`config.mk`:
```
export PLATFORM = sky130hd
export DESIGN_NAME = counter_compare_output_unit
export DESIGN_NICKNAME = d
export VERILOG_FILES = /design/src/timer_compare_pkg.sv /design/src/counter_compare_output_unit.sv
export SDC_FILE = /design/constraint.sdc
export NUM_CORES = 1
export LEC_CHECK = 0
export ABC_AREA = 1
export BUFFER_PORTS_ARGS = -buffer_cell sky130_fd_sc_hd__buf_2
export CELL_PAD_IN_SITES_DETAIL_PLACEMENT = 0
export CELL_PAD_IN_SITES_GLOBAL_PLACEMENT = 2
export CORE_ASPECT_RATIO = 1.5
export CORE_UTILIZATION = 25
export CTS_CLUSTER_DIAMETER = 100
export DETAILED_ROUTE_END_ITERATION = 8
export GPL_TIMING_DRIVEN = 0
export PLACE_DENSITY = 0.81
export SYNTH_ARGS = -nofsm -noshare
export SYNTH_HDL_FRONTEND = slang
export SYNTH_SLANG_ARGS = --single-unit
```
`constraint.sdc`:
```
create_clock -name clock -period 1.66 [get_ports clock]
set_clock_uncertainty 0.1 [all_clocks]
set_input_delay 0.083 -clock clock [delete_from_list [all_inputs] [get_ports clock]]
set_output_delay 0.083 -clock clock [all_outputs]
set_load 0.1 [all_outputs]
```
`src/timer_compare_pkg.sv`:
```
// constants, mode codes and state layout of the counter and compare output unit
package timer_compare_pkg;

  // ---------------------------------------------------------------------------
  // widths and count extremes
  // ---------------------------------------------------------------------------
  localparam int          CNT_W        = 8;
  localparam int          SEL_W        = 3;
  localparam int          MODE_W       = 3;
  localparam int          ACT_W        = 2;
  localparam int          CHANNELS     = 2;
  localparam int          CH_A         = 0;
  localparam int          CH_B         = 1;
  localparam logic [7:0]  CNT_BOTTOM   = 8'h00;
  localparam logic [7:0]  CNT_MAX      = 8'hff;
  localparam logic [7:0]  CNT_ONE      = 8'h01;
  localparam logic [2:0]  SEL_STOPPED  = 3'h0;

  // ---------------------------------------------------------------------------
  // waveform modes
  // ---------------------------------------------------------------------------
  localparam logic [2:0]  MODE_NORMAL     = 3'h0;
  localparam logic [2:0]  MODE_PHASE_MAX  = 3'h1;
  localparam logic [2:0]  MODE_CTC        = 3'h2;
  localparam logic [2:0]  MODE_FAST_MAX   = 3'h3;
  localparam logic [2:0]  MODE_PHASE_CMPA = 3'h5;
  localparam logic [2:0]  MODE_FAST_CMPA  = 3'h7;

  // ---------------------------------------------------------------------------
  // output actions
  // ---------------------------------------------------------------------------
  localparam logic [1:0]  ACT_NONE     = 2'h0;
  localparam logic [1:0]  ACT_TOGGLE   = 2'h1;
  localparam logic [1:0]  ACT_CLEAR    = 2'h2;
  localparam logic [1:0]  ACT_SET      = 2'h3;

  // ---------------------------------------------------------------------------
  // count direction and state
  // ---------------------------------------------------------------------------
  typedef enum logic {
    DIR_UP   = 1'b0,
    DIR_DOWN = 1'b1
  } count_dir_e;

  typedef struct packed {
    logic [7:0] counterValue;
    count_dir_e direction;
    logic [7:0] compareActiveA;
    logic [7:0] compareActiveB;
    logic [7:0] compareValueA;
    logic [7:0] compareValueB;
    logic [1:0] channelOutputState;
    logic       matchFlagA;
    logic       matchFlagB;
    logic       wrapFlag;
    logic       blockMatch;
    logic       irqMatchA;
    logic       irqMatchB;
    logic       irqWrap;
    logic [1:0] pinValue;
    logic [1:0] pinOutputEnable;
  } timer_state_s;

  localparam timer_state_s STATE_RESET = '0;

endpackage

```
`src/counter_compare_output_unit.sv`:
```
// 8-bit timer counter with two compare channels and port override
//
// Notes on behaviour
// - Clock source select zero stops the counter; else selected source ticks.
// - Each tick clears, increments or decrements the counter per mode.
// - Processor may read and write the counter at any time.
// - Processor counter write beats a simultaneous hardware clear or count.
// - Three-bit mode: two low bits from control A, high bit from B.
// - Wrap flag set at the mode's wrap point and can request interrupt.
// - Per-channel 8-bit comparator flags equality of counter and compare value.
// - Match sets the channel flag on the following tick; enabled flag interrupts.
// - Match flag clears on interrupt service or on a written one.
// - PWM modes double buffer compare values, loading at top or bottom.
// - Processor compare access targets buffer when buffered, else active value.
// - Force strobe in non-PWM modes acts like a match, no flag, no clear.
// - Counter write blocks every compare match on the next tick.
// - Channel output state survives waveform mode changes.
// - Output action fields take effect immediately, not buffered.
// - Output action field sets what the next match does to output state.
// - Nonzero output action replaces port value; direction bit still rules.
// - Channel output reaches pin only while direction bit selects output.
// - Max, bottom and match together handle extreme compare values.
// - Bottom at zero, max at all ones; top is max or compare A.
// - Output action zero leaves output state unchanged on a match.
`timescale 1ns/1ps
`default_nettype none

module counter_compare_output_unit (
  input  wire logic                                   clock,
  input  wire logic                                   nrst,
  input  wire logic [7:0]                             tickSources,
  input  wire logic [timer_compare_pkg::SEL_W-1:0]    clockSourceSelect,
  input  wire logic                                   waveformModeBit0,
  input  wire logic                                   waveformModeBit1,
  input  wire logic                                   waveformModeBit2,
  input  wire logic [timer_compare_pkg::ACT_W-1:0]    outputActionSelectA,
  input  wire logic [timer_compare_pkg::ACT_W-1:0]    outputActionSelectB,
  input  wire logic                                   forceMatchStrobeA,
  input  wire logic                                   forceMatchStrobeB,
  input  wire logic                                   counterWrite,
  input  wire logic [timer_compare_pkg::CNT_W-1:0]    counterWriteData,
  input  wire logic                                   compareWriteA,
  input  wire logic                                   compareWriteB,
  input  wire logic [timer_compare_pkg::CNT_W-1:0]    compareWriteData,
  input  wire logic                                   matchFlagClearA,
  input  wire logic                                   matchFlagClearB,
  input  wire logic                                   wrapFlagClear,
  input  wire logic                                   matchIrqAckA,
  input  wire logic                                   matchIrqAckB,
  input  wire logic                                   wrapIrqAck,
  input  wire logic                                   matchIrqEnableA,
  input  wire logic                                   matchIrqEnableB,
  input  wire logic                                   wrapIrqEnable,
  input  wire logic [timer_compare_pkg::CHANNELS-1:0] portOutputValue,
  input  wire logic [timer_compare_pkg::CHANNELS-1:0] portDirection,
  output logic      [timer_compare_pkg::CNT_W-1:0]    counterValue,
  output logic      [timer_compare_pkg::CNT_W-1:0]    compareValueA,
  output logic      [timer_compare_pkg::CNT_W-1:0]    compareValueB,
  output logic                                        matchFlagA,
  output logic                                        matchFlagB,
  output logic                                        wrapFlag,
  output logic                                        matchIrqA,
  output logic                                        matchIrqB,
  output logic                                        wrapIrq,
  output logic      [timer_compare_pkg::CHANNELS-1:0] channelOutputState,
  output logic      [timer_compare_pkg::CHANNELS-1:0] channelPinValue,
  output logic      [timer_compare_pkg::CHANNELS-1:0] channelPinOutputEnable
);
  import timer_compare_pkg::*;

  // ---------------------------------------------------------------------------
  // mode decoding
  // ---------------------------------------------------------------------------
  function automatic logic isFastPwm(input logic [2:0] mode);
    isFastPwm = (mode == MODE_FAST_MAX) || (mode == MODE_FAST_CMPA);
  endfunction

  function automatic logic isPhasePwm(input logic [2:0] mode);
    isPhasePwm = (mode == MODE_PHASE_MAX) || (mode == MODE_PHASE_CMPA);
  endfunction

  function automatic logic isPwm(input logic [2:0] mode);
    isPwm = isFastPwm(mode) || isPhasePwm(mode);
  endfunction

  // top comes from compare A in clear-on-match and the compare-A PWM modes
  function automatic logic topIsCompareA(input logic [2:0] mode);
    topIsCompareA = (mode == MODE_CTC) || (mode == MODE_PHASE_CMPA)
                    || (mode == MODE_FAST_CMPA);
  endfunction

  // ---------------------------------------------------------------------------
  // output state update on a match
  // ---------------------------------------------------------------------------
  // non-PWM: set, clear or toggle; PWM: polarity picks set or clear
  function automatic logic matchAction(input logic       oc,
                                       input logic [1:0] action,
                                       input logic [2:0] mode,
                                       input count_dir_e dir);
    logic res;
    res = oc;
    if (action == ACT_NONE) begin
      res = oc;
    end else if (!isPwm(mode)) begin
      case (action)
        ACT_TOGGLE: res = ~oc;
        ACT_CLEAR:  res = 1'b0;
        ACT_SET:    res = 1'b1;
        default:    res = oc;
      endcase
    end else if (action == ACT_CLEAR) begin
      res = isPhasePwm(mode) && (dir == DIR_DOWN);
    end else if (action == ACT_SET) begin
      res = !(isPhasePwm(mode) && (dir == DIR_DOWN));
    end
    matchAction = res;
  endfunction

  // fast PWM restores the idle level when the counter drops to bottom
  function automatic logic bottomAction(input logic oc, input logic [1:0] action);
    logic res;
    res = oc;
    case (action)
      ACT_CLEAR: res = 1'b1;
      ACT_SET:   res = 1'b0;
      default:   res = oc;
    endcase
    bottomAction = res;
  endfunction

  // ---------------------------------------------------------------------------
  // state
  // ---------------------------------------------------------------------------
  timer_state_s state_q;
  timer_state_s state_d;

  // decoded controls and per-tick events
  logic [2:0] waveformModeSelect;
  logic       timerTick;
  logic [7:0] topValue;
  logic       atTop;
  logic       atBottom;
  logic       atMax;
  logic [1:0] compareMatch;
  logic [1:0] forceMatch;
  logic [1:0] actionSel [CHANNELS];
  logic       wrapPoint;
  logic       reloadPoint;
  logic       counterCleared;

  assign waveformModeSelect = {waveformModeBit2, waveformModeBit1, waveformModeBit0};
  assign actionSel[CH_A]    = outputActionSelectA;
  assign actionSel[CH_B]    = outputActionSelectB;

  // ---------------------------------------------------------------------------
  // tick and count extremes
  // ---------------------------------------------------------------------------
  // no source selected means no tick; source bit zero is never used
  assign timerTick = (clockSourceSelect != SEL_STOPPED)
                     && tickSources[clockSourceSelect];

  // top tracks the active compare a, so a buffered write moves it only at reload
  assign atBottom = (state_q.counterValue == CNT_BOTTOM);
  assign atMax    = (state_q.counterValue == CNT_MAX);
  assign topValue = topIsCompareA(waveformModeSelect) ? state_q.compareActiveA
                                                      : CNT_MAX;
  assign atTop    = (state_q.counterValue == topValue);

  // comparators run all the time
  assign compareMatch[CH_A] = (state_q.counterValue == state_q.compareActiveA);
  assign compareMatch[CH_B] = (state_q.counterValue == state_q.compareActiveB);

  // force strobes are ignored in the pwm modes
  assign forceMatch[CH_A] = forceMatchStrobeA && !isPwm(waveformModeSelect);
  assign forceMatch[CH_B] = forceMatchStrobeB && !isPwm(waveformModeSelect);

  // ---------------------------------------------------------------------------
  // next state
  // ---------------------------------------------------------------------------
  always_comb begin
    logic [1:0] liveMatch;
    logic       oc;
    liveMatch      = '0;
    oc             = 1'b0;
    wrapPoint      = 1'b0;
    reloadPoint    = 1'b0;
    counterCleared = 1'b0;
    state_d        = state_q;

    // counting
    if (timerTick) begin
      case (waveformModeSelect)
        MODE_PHASE_MAX, MODE_PHASE_CMPA: begin
          // dual slope: turn down at top, turn up again at bottom
          if (state_q.direction == DIR_UP) begin
            if (atTop) begin
              state_d.direction    = DIR_DOWN;
              state_d.counterValue = state_q.counterValue - CNT_ONE;
              reloadPoint          = 1'b1;
            end else begin
              state_d.counterValue = state_q.counterValue + CNT_ONE;
            end
          end else begin
            if (atBottom) begin
              state_d.direction    = DIR_UP;
              state_d.counterValue = state_q.counterValue + CNT_ONE;
            end else begin
              state_d.counterValue = state_q.counterValue - CNT_ONE;
              wrapPoint = (state_q.counterValue == CNT_ONE);
            end
          end
        end
        MODE_CTC, MODE_FAST_MAX, MODE_FAST_CMPA: begin
          // single slope: back to bottom after top
          state_d.direction = DIR_UP;
          if (atTop) begin
            state_d.counterValue = CNT_BOTTOM;
            counterCleared       = isFastPwm(waveformModeSelect);
            reloadPoint          = isFastPwm(waveformModeSelect);
            wrapPoint            = isFastPwm(waveformModeSelect) || atMax;
          end else begin
            state_d.counterValue = state_q.counterValue + CNT_ONE;
            wrapPoint            = atMax;
          end
        end
        default: begin
          state_d.direction    = DIR_UP;
          state_d.counterValue = state_q.counterValue + CNT_ONE;
          wrapPoint            = atMax;
        end
      endcase
    end

    // processor write overrides any clear or count
    if (counterWrite) begin
      state_d.counterValue = counterWriteData;
    end

    // a counter write blocks matches on the next tick, even while stopped
    if (counterWrite) begin
      state_d.blockMatch = 1'b1;
    end else if (timerTick) begin
      state_d.blockMatch = 1'b0;
    end

    // a match is judged on the tick that leaves the matching count
    if (timerTick && !state_q.blockMatch) begin
      liveMatch = compareMatch;
    end

    // compare values: direct when unbuffered, else load at top or bottom
    if (compareWriteA) begin
      state_d.compareValueA = compareWriteData;
    end
    if (compareWriteB) begin
      state_d.compareValueB = compareWriteData;
    end
    if (!isPwm(waveformModeSelect)) begin
      state_d.compareActiveA = state_d.compareValueA;
      state_d.compareActiveB = state_d.compareValueB;
    end else if (reloadPoint) begin
      state_d.compareActiveA = state_q.compareValueA;
      state_d.compareActiveB = state_q.compareValueB;
    end

    // output states hold across mode changes; only events move them
    for (int ch = 0; ch < CHANNELS; ch++) begin
      oc = state_q.channelOutputState[ch];
      if (liveMatch[ch] || forceMatch[ch]) begin
        oc = matchAction(oc, actionSel[ch], waveformModeSelect,
                         state_q.direction);
      end
      if (counterCleared) begin
        oc = bottomAction(oc, actionSel[ch]);
      end
      state_d.channelOutputState[ch] = oc;
    end

    // flags: hardware set wins over a clear in the same cycle
    if (liveMatch[CH_A]) begin
      state_d.matchFlagA = 1'b1;
    end else if (matchFlagClearA || matchIrqAckA) begin
      state_d.matchFlagA = 1'b0;
    end
    if (liveMatch[CH_B]) begin
      state_d.matchFlagB = 1'b1;
    end else if (matchFlagClearB || matchIrqAckB) begin
      state_d.matchFlagB = 1'b0;
    end
    if (wrapPoint) begin
      state_d.wrapFlag = 1'b1;
    end else if (wrapFlagClear || wrapIrqAck) begin
      state_d.wrapFlag = 1'b0;
    end

    // requests follow the flag being registered, so they rise with it
    state_d.irqMatchA = state_d.matchFlagA && matchIrqEnableA;
    state_d.irqMatchB = state_d.matchFlagB && matchIrqEnableB;
    state_d.irqWrap   = state_d.wrapFlag && wrapIrqEnable;

    // port override: any nonzero action routes the output state to the pin
    for (int ch = 0; ch < CHANNELS; ch++) begin
      state_d.pinValue[ch] = (actionSel[ch] != ACT_NONE)
                             ? state_d.channelOutputState[ch]
                             : portOutputValue[ch];
      state_d.pinOutputEnable[ch] = portDirection[ch];
    end
  end

  // ---------------------------------------------------------------------------
  // registers
  // ---------------------------------------------------------------------------
  // synchronous reset; every register runs on every edge
  always_ff @(posedge clock) begin
    if (!nrst) begin
      state_q <= STATE_RESET;
    end else begin
      state_q <= state_d;
    end
  end

  // ---------------------------------------------------------------------------
  // outputs
  // ---------------------------------------------------------------------------
  // every output is a register bit of the state
  assign counterValue           = state_q.counterValue;
  assign compareValueA          = state_q.compareValueA;
  assign compareValueB          = state_q.compareValueB;
  assign matchFlagA             = state_q.matchFlagA;
  assign matchFlagB             = state_q.matchFlagB;
  assign wrapFlag               = state_q.wrapFlag;
  assign matchIrqA              = state_q.irqMatchA;
  assign matchIrqB              = state_q.irqMatchB;
  assign wrapIrq                = state_q.irqWrap;
  assign channelOutputState     = state_q.channelOutputState;
  assign channelPinValue        = state_q.pinValue;
  assign channelPinOutputEnable = state_q.pinOutputEnable;

endmodule

`default_nettype wire

```
## Yosys cells after proc, flatten, opt, wreduce, memory -nomap -nowiden

Cells that the tools add are included.

| cells by class | value |
|---|---|
| order comparisons | 1 |
| bitwise gates (word level) | 2 |
| reduce and logical (&&, ||, !) cells | 31 |
| eq/ne operators | 17 |
| mux-type cells | 54 |
| add/sub/neg operators | 2 |

Operators with widths:

| cell | count |
|---|---|
| 8-bit two-way mux | 7 |
| 1-bit two-way mux | 34 |
| 16-bit two-way mux | 2 |
| 8-bit == test | 3 |
| 9-bit two-way mux | 2 |
| 9-bit one-hot mux with 2 select lines | 1 |
| 1-bit logical OR | 11 |
| 8-bit by 1-bit adder with 8-bit output, second input constant | 1 |
| 2-bit == test, second input constant | 4 |
| 8-bit by 1-bit == test with 1-bit output, second input constant | 1 |
| 8-bit == test, second input constant | 1 |
| 1-bit logical AND | 8 |
| 8-bit zero test | 1 |
| 1-bit one-hot mux with 2 select lines | 4 |
| 8-bit by 1-bit subtractor with 8-bit output, second input constant | 1 |
| 3-bit by 2-bit == test with 1-bit output, second input constant | 2 |
| 3-bit == test, second input constant | 2 |
| 1-bit one-hot mux with 3 select lines | 2 |
| 2-bit nonzero test | 3 |
| 2-bit by 1-bit == test with 1-bit output, second input constant | 2 |
| 2-bit zero test | 2 |
| 3-bit by 4-bit < comparator with 1-bit output, second input constant | 1 |
| 1-bit binary-select mux with 3-bit select | 1 |
| 3-bit by 1-bit == test with 1-bit output, second input constant | 1 |
| 7 further kinds | 10 |

| storage, ports and cells | value |
|---|---|
| input port bits | 54 |
| output and inout port bits | 36 |
| word-level logic and storage cells | 123 |
| flip-flop bits (word level) | 54 |

## Logic depth before layout (Yosys ltp)

Gate-level depths: netlist of run 1.

| logic depth | value |
|---|---|
| depth in word-level cells | 12 |
| mapped depth | 16 |
| mapped depth without buffers | 16 |

## Worst setup path after synthesis of run 1

No wires, ideal clock.

| timing | value |
|---|---|
| path kind | register -> register |
| start | register state_q, in the netlist counterValue[0] |
| end | register state_q[34] (netlist name) |
| data arrival time | 1,607 ps |
| library setup time | 128 ps |
| required time | 1,432 ps |
| slack | -175 ps |
| stages on the path, launching flop included | 11 |
| cell sequence | dfxtp_1 -> nand2_1 -> nor2_2 -> nand3_1 -> o21ai_2 -> nand3_4 -> o21ai_1 -> inv_2 -> buf_2 -> a22oi_2 -> o21ai_1 |

| on the way | value |
|---|---|
| longest elaborated chain between the ends | 6 |
| elaborated cells between the ends (all ways) | 7 |
| those cells by class | eq/ne: 2; mux: 5 |

Ends and longest elaborated chain:

| what | RTL line | source |
|---|---|---|
| from (decl) | counter_compare_output_unit.sv:134 | `timer_state_s state_q;` |
| from (signal assigned) | counter_compare_output_unit.sv:318 | `state_q <= state_d;` |
| 8-bit == test (*) | counter_compare_output_unit.sv:167 | `assign atTop = (state_q.counterValue == topValue);` |
| 1-bit two-way mux | counter_compare_output_unit.sv:196 | `if (atTop) begin` |
| 1-bit two-way mux | counter_compare_output_unit.sv:195 | `if (state_q.direction == DIR_UP) begin` |
| 1-bit one-hot mux with 2 select lines (*) | counter_compare_output_unit.sv:192 | `case (waveformModeSelect)` |
| 1-bit two-way mux (*) | counter_compare_output_unit.sv:191 | `if (timerTick) begin` |
| 2-bit != test (no source line) (*) | n/a |  |

Every way passes the cells marked *; elsewhere a longest branch is shown, timed or not.
A chain may end at the register's enable or synchronous reset.

## Final worst setup path of run 1

| timing | value |
|---|---|
| start | register state_q, in the netlist counterValue[5] |
| end | register state_q, in the netlist wrapIrq |

| on the way | value |
|---|---|
| longest elaborated chain between the ends | 7 |
| elaborated cells between the ends (all ways) | 12 |
| those cells by class | eq/ne: 3; mux: 6; reduce/logical: 3 |

Ends and longest elaborated chain:

| what | RTL line | source |
|---|---|---|
| 8-bit by 1-bit == test with 1-bit output (tied with other cells) | counter_compare_output_unit.sv:209 | `wrapPoint = (state_q.counterValue == CNT_ONE);` |
| 1-bit two-way mux / 1-bit logical OR (equally long branches) | counter_compare_output_unit.sv:204, counter_compare_output_unit.sv:220 |  |
| 1-bit two-way mux (on tied branches) | counter_compare_output_unit.sv:195, counter_compare_output_unit.sv:216 |  |
| 1-bit one-hot mux with 2 select lines (*) | counter_compare_output_unit.sv:192 |  |
| 1-bit two-way mux (*) | counter_compare_output_unit.sv:191 |  |
| 1-bit two-way mux (*) | counter_compare_output_unit.sv:290 | `if (wrapPoint) begin` |
| 1-bit logical AND (*) | counter_compare_output_unit.sv:299 | `state_d.irqWrap = state_d.wrapFlag && wrapIrqEnable;` |

Marks and branches as above.

==> results.md, run 1 <==
* Leakage power total at 0.00254 uW
* Number of vias per cell at 4.48
* Tcrit/Tclk final at 119%
* Cell Rows at 51
* WS Path Type: reg2reg
* Syn_area_per_cell at 6.55 um^2
* Hold Path Cell Cnt at 5
* P&R area growth vs syn at 52.5%
* Fin. max-slew vios at 0
* Clock Path Buffers at 2
* Maximum clock rate at 507 MHz
* Endpoints failing setup at 32
* 1st-iter DRT viols at 126
* Internal cell power at 2680 uW
* Outcome: finished with violations
* Sw frac at 37.8%
* IO Count at 90
* Die area at 0.0140 mm^2
* First-pass GRT wire length at 17600 um
* Maximum fanout along the worst path at 5
* Sequential area share after synthesis at 31.9%
* Post-Syn Instances at 517
* IR drop worst, VDD at 413 uV
* Violations in the final reports: setup timing
* Register share of total power at 34.1%
* Final hold viol count at 0
* Pwr dens at 834 mW/mm^2
* Antenna fix cells at 0
* Path depth of the worst reg2reg path at 14
* CP Cell Sequence: buf_6 > buf_4 > nor2_4 > nand2_2 > nor2_4 > nand2_2 > nor2_1 > nor2_1 > a31oi_1 > nand2_1 > nand2_2 > nand2_1 > nand2_1 > nor2_1
* Delay of the slowest critical-path stage at 330 ps
* CP required at 1730 ps
* Seq cells post-synth at 54
* Cell Area, Synth at 0.00338 mm^2
* Core area at 0.0131 mm^2
* CTS root buffer: clkbuf_16
* Type of the worst min-delay path: in2reg
* Ratio of cells with drive above 1 in the final layout at 40.7%
* Reg clk slew, reported paths at 70 ps
* Worst path slowest cell: dfxtp_2
* DP Wirelength at 8340 um
* Pre-CTS setup slack at -515 ps
* Comb power frac at 37.9%
* Worst reg2reg path startpoint: counterValue[5]
* TritonCTS clock tree: done
* Crit path DAT at 2040 ps
* Port bufs at 88
* Largest net degree at the start of global routing at 17
* MaxCap Viol Count at 0
* Final setup margin at -312 ps
* GRT Util Overall at 15.9%
* Setup crit start kind: flip-flop
* Vias in the first global route at 3523
* CTS sink cnt at 54
* R2R Setup Slk at -310 ps
* Post-DRT Antenna Nets at 0
* Minimum clock period at 1970 ps
* Total negative slack at -7050 ps
* Post-Route WL at 11400 um
* Per-cell routed wire length at 13.7 um
* Yosys cell types at 32
* Initial antenna violation count at 0
* DRC Markers at 0
* Multi-input gate area at 0.00210 mm^2
* Relative slew slack at 51.8%
* Filler Cells Inserted at 1392
* Util after Layout at 39.4%
* Min Hold Slack at 13.2 ps
* P_sw at 1630 uW
* Worst flop-to-flop path endpoint: wrapIrq
* Total power at 4300 uW
* Vias at 3733
* Least-Margin Pin Slew at 720 ps
* Yosys warns at 0
* Worst skew pair latency at 300 ps
* Clk network pwr share at 28.0%
* Maximum level of the CTS H-tree at 2
* Register area at 0.00110 mm^2
* Hold_sp: portOutputValue[1]
* Pre-antenna DRT Iters at 5
* Mapped Nets at 575
* Hold Crit Endpoint: channelPinValue[1]
* CTS buffer count at 5
* Element type at the critical path end: flip-flop
* Initial Util at 25.9%
* Final Net Count at 732
* Die Span Y at 145 um
* Placer Congestion at 0.848
* RSZ-0062 raised after global routing: yes
* Grt total ovfl at 0
* Die width at 97 um
routing by layer:
| metal | GRT usage, % | vias up | share of wire, % |
|---|---|---|---|
| met1 | 16.3 | 1727 | 38 |
| met3 | 1.74 | 15 | 2.2 |
| li1 | - | 1935 | - |
| met4 | 5.73 | 0 | 1.9 |
| met5 | 0 | - | 0 |
| met2 | 32.8 | 56 | 58 |
registers in the layout (all words and copies together), names as in the netlist:
register / count
matchIrqB: 1
wrapIrq: 1
matchIrqA: 1
state_q: 18
matchFlagA: 1
counterValue: 8
wrapFlag: 1
channelOutputState: 2
channelPinOutputEnable: 2
channelPinValue: 2
compareValueB: 8
compareValueA: 8
matchFlagB: 1
kinds of logic after synthesis:
kind of cell	synth area share, %
AND/OR/NAND/NOR	27.6
buffers and inverters	16.8
AO/OA/AOI/OAI	17.0
flip-flops	31.9
XOR/XNOR	5.18
adder cells (fa/ha/maj)	1.48
what timing repair did:
item                                    CTS  global route
gates resized for setup                  56            62
endpoints found under the setup margin   33            35
hold endpoints to repair                 18             0
pin swaps                                24            46
hold buffers                             18             0
buffers inserted                         26            19
worst max-delay path by stage:
stage                               start              end  slack, ps  cells after the start
final                     counterValue[5]          wrapIrq       -310                     14
after global placement    counterValue[0]  counterValue[5]       -540                     10
after CTS                 counterValue[4]      state_q[44]       -260                     11
after global routing      counterValue[5]          wrapIrq       -470                     14
after detailed placement  counterValue[0]  counterValue[5]       -520                     10
after floorplan           counterValue[5]      state_q[34]        -70                     13
synthesized netlist by cell type (all sizes together):
cell type / count / area share (%)
xnor2: 1 / 0.26
ha: 4 / 1.5
nor2: 55 / 6.2
nand3: 22 / 3.6
a22oi: 11 / 3.0
o22ai: 1 / 0.18
nor3b: 3 / 0.67
o21ai: 46 / 6.9
nand4: 8 / 1.5
buf: 37 / 8.2
inv: 68 / 7.5
o21bai: 1 / 0.22
nand2: 129 / 14
o211ai: 1 / 0.22
xor2: 19 / 4.9
a31oi: 3 / 0.55
a21oi: 38 / 5.6
dfxtp: 54 / 32
clkbuf: 10 / 1.1
o21a: 1 / 0.22
nor3: 5 / 1.2
power groups by stage:
stage               Combinational, uW  Sequential (uW)  Clock, uW
floorplan                         968             1500          0
global placement                 1270             1500          0
detailed placement               1280             1500          0
CTS                              1460             1470       1240
global route                     1750             1480       1300
finish                           1630             1470       1210
metrics by stage:
step           instances  area [um^2]
2_1_floorplan        517         3440
3_3_place_gp         764         4080
3_5_place_dp         764         4080
4_1_cts              816         4800
5_1_grt              834         5160
6_report             834         5160
cells in the final DEF (no fill, tap or decap), types with 14 or more instances in the layout:
cell and n:
dlygate4sd3_1 18, inv_1 58, nand2_1 102, buf_4 70, dfxtp_1 46, buf_2 88
o21ai_0 28, nor2_1 45, xor2_1 18, a21oi_1 26, nand2_2 23, nand3_1 14
final cells by class:
class,count,share of cell area [%]
Tap cell,159,3.86
Clock buffer,6,2.50
Timing Repair Buffer,151,19.1
Clock inverter,2,0.727
Buffer,46,6.62
Inverter,68,5.19
Multi-Input combinational cell,348,40.7
Sequential cell,54,21.3
critical path: cells and delay by family, from the launching register on:
| family | cells | cell delay, ps |
|---|---|---|
| AND/OR/NAND/NOR | 11 | 890 |
| buffers and inverters | 2 | 260 |
| flip-flops | 1 | 330 |
| AO/OA/AOI/OAI | 1 | 250 |
No activity file was read; power rests on OpenSTA's default activity.
==> inputs of run 2 (changes only) <==
Clock period 1.66 ns to 1.8 ns, I/O delays scaled along.
==> run 2 against run 1 <==
The flow still finishes with violations (setup timing). Critical path depth shrank 1. Wire length shrank 2.1%. Core utilization shrank 2.6 points. Sequential power shrank 7%. Highest routed layer unchanged. Register-to-register slack gained 120 ps. Worst setup slack gained 120 ps. Largest power group is now sequential cells. Non-clock buffer count shrank 14.
==> results.md, run 2 (synthesis gave the netlist of run 1 again) <==
* Outcome: finished with violations
* Violations in the final reports: setup timing
* Antenna fix cells at 0
* Ratio of cells with drive above 1 in the final layout at 34.8%
* Largest register by flop count: state_q
* Endpoints failing setup at 30
* Pwr dens at 775 mW/mm^2
* Final Net Count at 718
* IO Count at 90
* Least-Margin Pin Slew at 734 ps
* Port bufs at 88
* Per-cell routed wire length at 13.6 um
* IR drop worst, VDD at 388 uV
* Worst path slowest cell: dfxtp_2
* Number of flip-flops in the largest register at 18
* Placer Congestion at 0.858
* Crit path DAT at 2060 ps
* Multi-input gate area at 0.00190 mm^2
* CP top delay family: simple AND/OR/NAND/NOR gates
* Setup crit start kind: flip-flop
* Maximum clock rate at 502 MHz
* Vias in the first global route at 3727
* Tcrit/Tclk final at 111%
* Initial antenna violation count at 0
* Buf/Inv on CP at 4
* Clock Path Buffers at 2
* MaxCap Viol Count at 0
* CTS sink cnt at 54
* Core area at 0.0131 mm^2
* Vias at 3731
* Leakage power total at 0.00240 uW
* Filler Cells Inserted at 1419
* Initial Util at 25.9%
* Cell Rows at 51
* CP Cell Sequence: buf_6 > inv_4 > nand2_1 > nand2_1 > nor2_2 > nand3_2 > nand2_2 > nand3_4 > o21ai_2 > inv_2 > buf_6 > a22oi_2 > o21ai_1
* Number of vias per cell at 4.55
* CTS root buffer: clkbuf_16
* Most common cell after layout, fill and taps aside: nand2_1
* Maximum fanout along the worst path at 7
* Grt total ovfl at 0
* Delay of the slowest critical-path stage at 340 ps
* DRC Markers at 0
* Worst flop-to-flop path endpoint: state_q[38]
* Crit path depth at 13
* Reg clk slew, reported paths at 70 ps
* Hold_sp: nrst
* Die Span Y at 145 um
* WS Path Type: reg2reg
* Total negative slack at -4100 ps
* TritonCTS clock tree: done
* Post-DRT Antenna Nets at 0
* Final setup margin at -190 ps
* CP required at 1870 ps
* Maximum level of the CTS H-tree at 2
* Path depth of the worst reg2reg path at 13
* Minimum clock period at 1990 ps
* Type of the worst min-delay path: in2reg
* Post-Route WL at 11200 um
* Die width at 97 um
* Die area at 0.0140 mm^2
* Register area at 0.00110 mm^2
* R2R Setup Slk at -190 ps
* Largest net degree at the start of global routing at 19
* RSZ-0062 raised after global routing: yes
* Min Hold Slack at 19.8 ps
* P&R area growth vs syn at 42.2%
* Commonest cells after routing, fill and taps aside: nand2_1 (119), buf_2 (89), inv_1 (58)
* GRT Util Overall at 16.0%
* Final hold viol count at 0
* Relative slew slack at 50.9%
* Fin. max-slew vios at 0
* Pre-antenna DRT Iters at 5
* Worst skew pair latency at 300 ps
* CTS buffer count at 5
* Element type at the critical path end: flip-flop
* Critical path startpoint: counterValue[5]
* Worst reg2reg path startpoint: counterValue[5]
* First-pass GRT wire length at 17600 um
* 1st-iter DRT viols at 82
* DP Wirelength at 8400 um
* CP endpoint: state_q[38]
[run 2: worst min-delay path by stage]
stage | end | slack [ps] | cells past startpoint
5_1_grt | compareValueB[7] | 30 | 3
4_1_cts | compareValueA[4] | 7 | 3
3_3_place_gp | channelPinOutputEnable[0] | 170 | 3
3_5_place_dp | channelPinOutputEnable[0] | 180 | 3
6_report | compareValueA[4] | 20 | 3
2_1_floorplan | channelPinOutputEnable[0] | 90 | 2
[run 2: repair_timing]
| item | in CTS | in global routing |
|---|---|---|
| hold buffers | 16 | 0 |
| setup endpoints to repair | 32 | 32 |
| pin swaps | 26 | 23 |
| resized for setup | 60 | 20 |
| hold endpoints to repair | 19 | 0 |
| gates cloned | 1 | 1 |
| setup buffers | 27 | 3 |
[run 2: metal layers]
| metal | global-route usage (%) | part of all wire, % | vias to the layer above |
|---|---|---|---|
| met3 | 2.08 | 3.2 | 26 |
| met2 | 31.7 | 55 | 99 |
| li1 | - | - | 1909 |
| met5 | 0 | 0 | - |
| met4 | 8.01 | 3.5 | 0 |
| met1 | 16.1 | 38 | 1697 |
[run 2: area by class of cell]
| type | count | area share (%) |
|---|---|---|
| Multi-Input combinational cell | 348 | 39.4 |
| Sequential cell | 54 | 22.8 |
| Timing Repair Buffer | 136 | 18.0 |
| Buffer | 47 | 7.10 |
| Inverter | 68 | 5.46 |
| Tap cell | 159 | 4.13 |
| Clock buffer | 5 | 2.60 |
| Clock inverter | 3 | 0.468 |
[run 2: metrics by stage]
step	utilization, %	setup slack [ps]	std cells	instance area, um^2	power, uW
6_report	36.8	-190	820	4810	3730
5_1_grt	36.8	-288	820	4810	3920
4_1_cts	36.1	-175	816	4720	3730
3_5_place_dp	30.8	-414	764	4040	2540
3_3_place_gp	30.8	-436	764	4040	2540
2_1_floorplan	-	1.12	517	3400	2270
[run 2: worst register-to-register path: stages (launching register included)]
cell and delay (ps):
dfxtp_2 340, buf_6 120, inv_4 30, nand2_1 40, nand2_1 60, nor2_2 140, nand3_2 110, nand2_2 120
nand3_4 170, o21ai_2 180, inv_2 100, buf_6 150, a22oi_2 120, o21ai_1 70
[run 2: power by group]
group | switching [uW] | internal (uW)
Clock | 486 | 525
Sequential | 80.4 | 1280
Combinational | 903 | 460
==> inputs of run 3 (changes only) <==
Settings changed: CTS_CLUSTER_SIZE set to 28, RECOVER_POWER set to 25.
==> run 3 against run 2 <==
The run still ends with setup timing left. Register-to-register slack hardly changed. Global-route usage stayed put. Combinational power hardly changed. Final cell count stayed put. Via count stayed put. Critical path depth stayed put. Wire length is 0.19% lower. Die area stayed put. First-iteration DRC count stayed put. Hold slack hardly changed. Clock power hardly changed. Largest power group unchanged.
==> results.md, run 3 (synthesis gave the netlist of run 1 again) <==
* Outcome: finished with violations
* Violations in the final reports: setup timing
* CTS root buffer: clkbuf_16
* Placer Congestion at 0.858
* Pre-antenna DRT Iters at 4
* Least-Margin Pin Slew at 734 ps
* Maximum clock rate at 502 MHz
* GR Util met3 at 2.08%
* Endpoints failing setup at 30
* WS Path Type: reg2reg
* CP Cell Sequence: buf_6 > inv_4 > nand2_1 > nand2_1 > nor2_2 > nand3_2 > nand2_2 > nand3_4 > o21ai_2 > inv_2 > buf_6 > a22oi_2 > o21ai_1
* Vias in the first global route at 3727
* Met2 Usage GRT at 31.7%
* Total negative slack at -4090 ps
* P&R area growth vs syn at 42.1%
* Die area at 0.0140 mm^2
* Filler Cells Inserted at 1416
* DRC Markers at 0
* Tcrit/Tclk final at 111%
* CTS buffer count at 5
* Number of flip-flops in the largest register at 18
* 1st-iter DRT viols at 82
* Element type at the critical path end: flip-flop
* Largest register by flop count: state_q
* Cell Rows at 51
* Die Span Y at 145 um
* Post-DRT Antenna Nets at 0
* Post-Route WL at 11100 um
* CTS sink cnt at 54
* Final hold viol count at 0
* First-pass GRT wire length at 17600 um
* Vias at 3731
* Most common cell after layout, fill and taps aside: nand2_1
* Worst skew pair latency at 300 ps
* Non-Filler Instances at 820
* Maximum level of the CTS H-tree at 2
* RSZ-0062 raised after global routing: yes
* Fin. max-slew vios at 0
* Antenna fix cells at 0
* DP Wirelength at 8400 um
* IO Count at 90
* Placed instance count at 764
* Clock Path Buffers at 2
* Reg clk slew, reported paths at 70 ps
* Minimum clock period at 1990 ps
* Met1 Resource Use GR at 16.1%
* Crit path DAT at 2060 ps
* Number of vias per cell at 4.55
* CP required at 1870 ps
* Ratio of cells with drive above 1 in the final layout at 34.5%
* Leakage power total at 0.00240 uW
* Pre-CTS setup slack at -414 ps
* MaxCap Viol Count at 0
* Grt total ovfl at 0
* Initial antenna violation count at 0
* GRT Max-Usage Layer: met2
* Initial Util at 25.9%
* Worst path slowest cell: dfxtp_2
* Commonest cells after routing, fill and taps aside: nand2_1 (119), buf_2 (87), inv_1 (58)
* TritonCTS clock tree: done
* Die width at 97 um
* Port bufs at 88
* Largest net degree at the start of global routing at 19
* Per-cell routed wire length at 13.6 um
* Pwr dens at 776 mW/mm^2
* Setup crit start kind: flip-flop
* Core area at 0.0131 mm^2
* Maximum fanout along the worst path at 7
* Util after Layout at 36.8%
* IR drop worst, VDD at 388 uV
* Final Net Count at 718
* Final setup margin at -190 ps
* Delay of the slowest critical-path stage at 340 ps
* Relative slew slack at 50.9%
* GRT Util Overall at 16.0%
* Type of the worst min-delay path: in2reg
[run 3: area by class of cell]
class | instances | area, um^2 | area share [%]
Clock buffer | 5 | 125 | 2.60
Inverter | 68 | 263 | 5.46
Multi-Input combinational cell | 348 | 1900 | 39.4
Tap cell | 159 | 199 | 4.14
Clock inverter | 3 | 22.5 | 0.468
Timing Repair Buffer | 136 | 863 | 17.9
Sequential cell | 54 | 1100 | 22.9
Buffer | 47 | 342 | 7.10
[run 3: where the power goes]
| part | internal, uW | total [uW] | switching (uW) | leakage (uW) |
|---|---|---|---|---|
| logic | 459 | 1360 | 902 | 0.00187 |
| clock network | 525 | 1010 | 486 | 0.0000746 |
| registers | 1280 | 1360 | 80.4 | 0.000450 |
| total | 2260 | 3730 | 1470 | 0.00240 |
[run 3: worst max-delay path: cells and delay by family (launching register included)]
family	cells	cell delay, ps
buffers and inverters	4	400
DFF	1	340
and+or+nand+nor	6	640
AOI/OAI and AO/OA	3	360
[run 3: timing repair]
item / in CTS / in global routing
gates cloned: 1 / 1
pin swaps: 26 / 23
endpoints found under the hold margin: 19 / 0
hold buffers: 16 / 0
endpoints found under the setup margin: 32 / 32
gates resized for setup: 60 / 20
setup buffers: 27 / 3
[run 3: path summary, 6_finish.rpt]
path	cells past startpoint	end	start	slack, ps
setup / recovery	13	state_q[38]	counterValue[5]	-190
hold / removal	3	compareValueA[4]	nrst	20
setup reg to reg	13	state_q[38]	counterValue[5]	-190
hold reg to reg	2	state_q[37]	state_q[37]	380
[run 3: stage by stage]
stage | area, um^2 | total power, uW | hold slack, ps
3_3_place_gp | 4040 | 2540 | 171
5_1_grt | 4810 | 3920 | 30.3
6_report | 4810 | 3730 | 19.7
4_1_cts | 4720 | 3730 | 6.75
2_1_floorplan | 3400 | 2270 | 87.6
3_5_place_dp | 4040 | 2540 | 185
[run 3: routing by layer]
layer | part of all wire (%) | vias up | routed length, um
met5 | 0 | - | 0
met2 | 55 | 99 | 6160
met4 | 3.5 | 0 | 386
met1 | 38 | 1696 | 4230
met3 | 3.3 | 26 | 363
li1 | - | 1910 | -
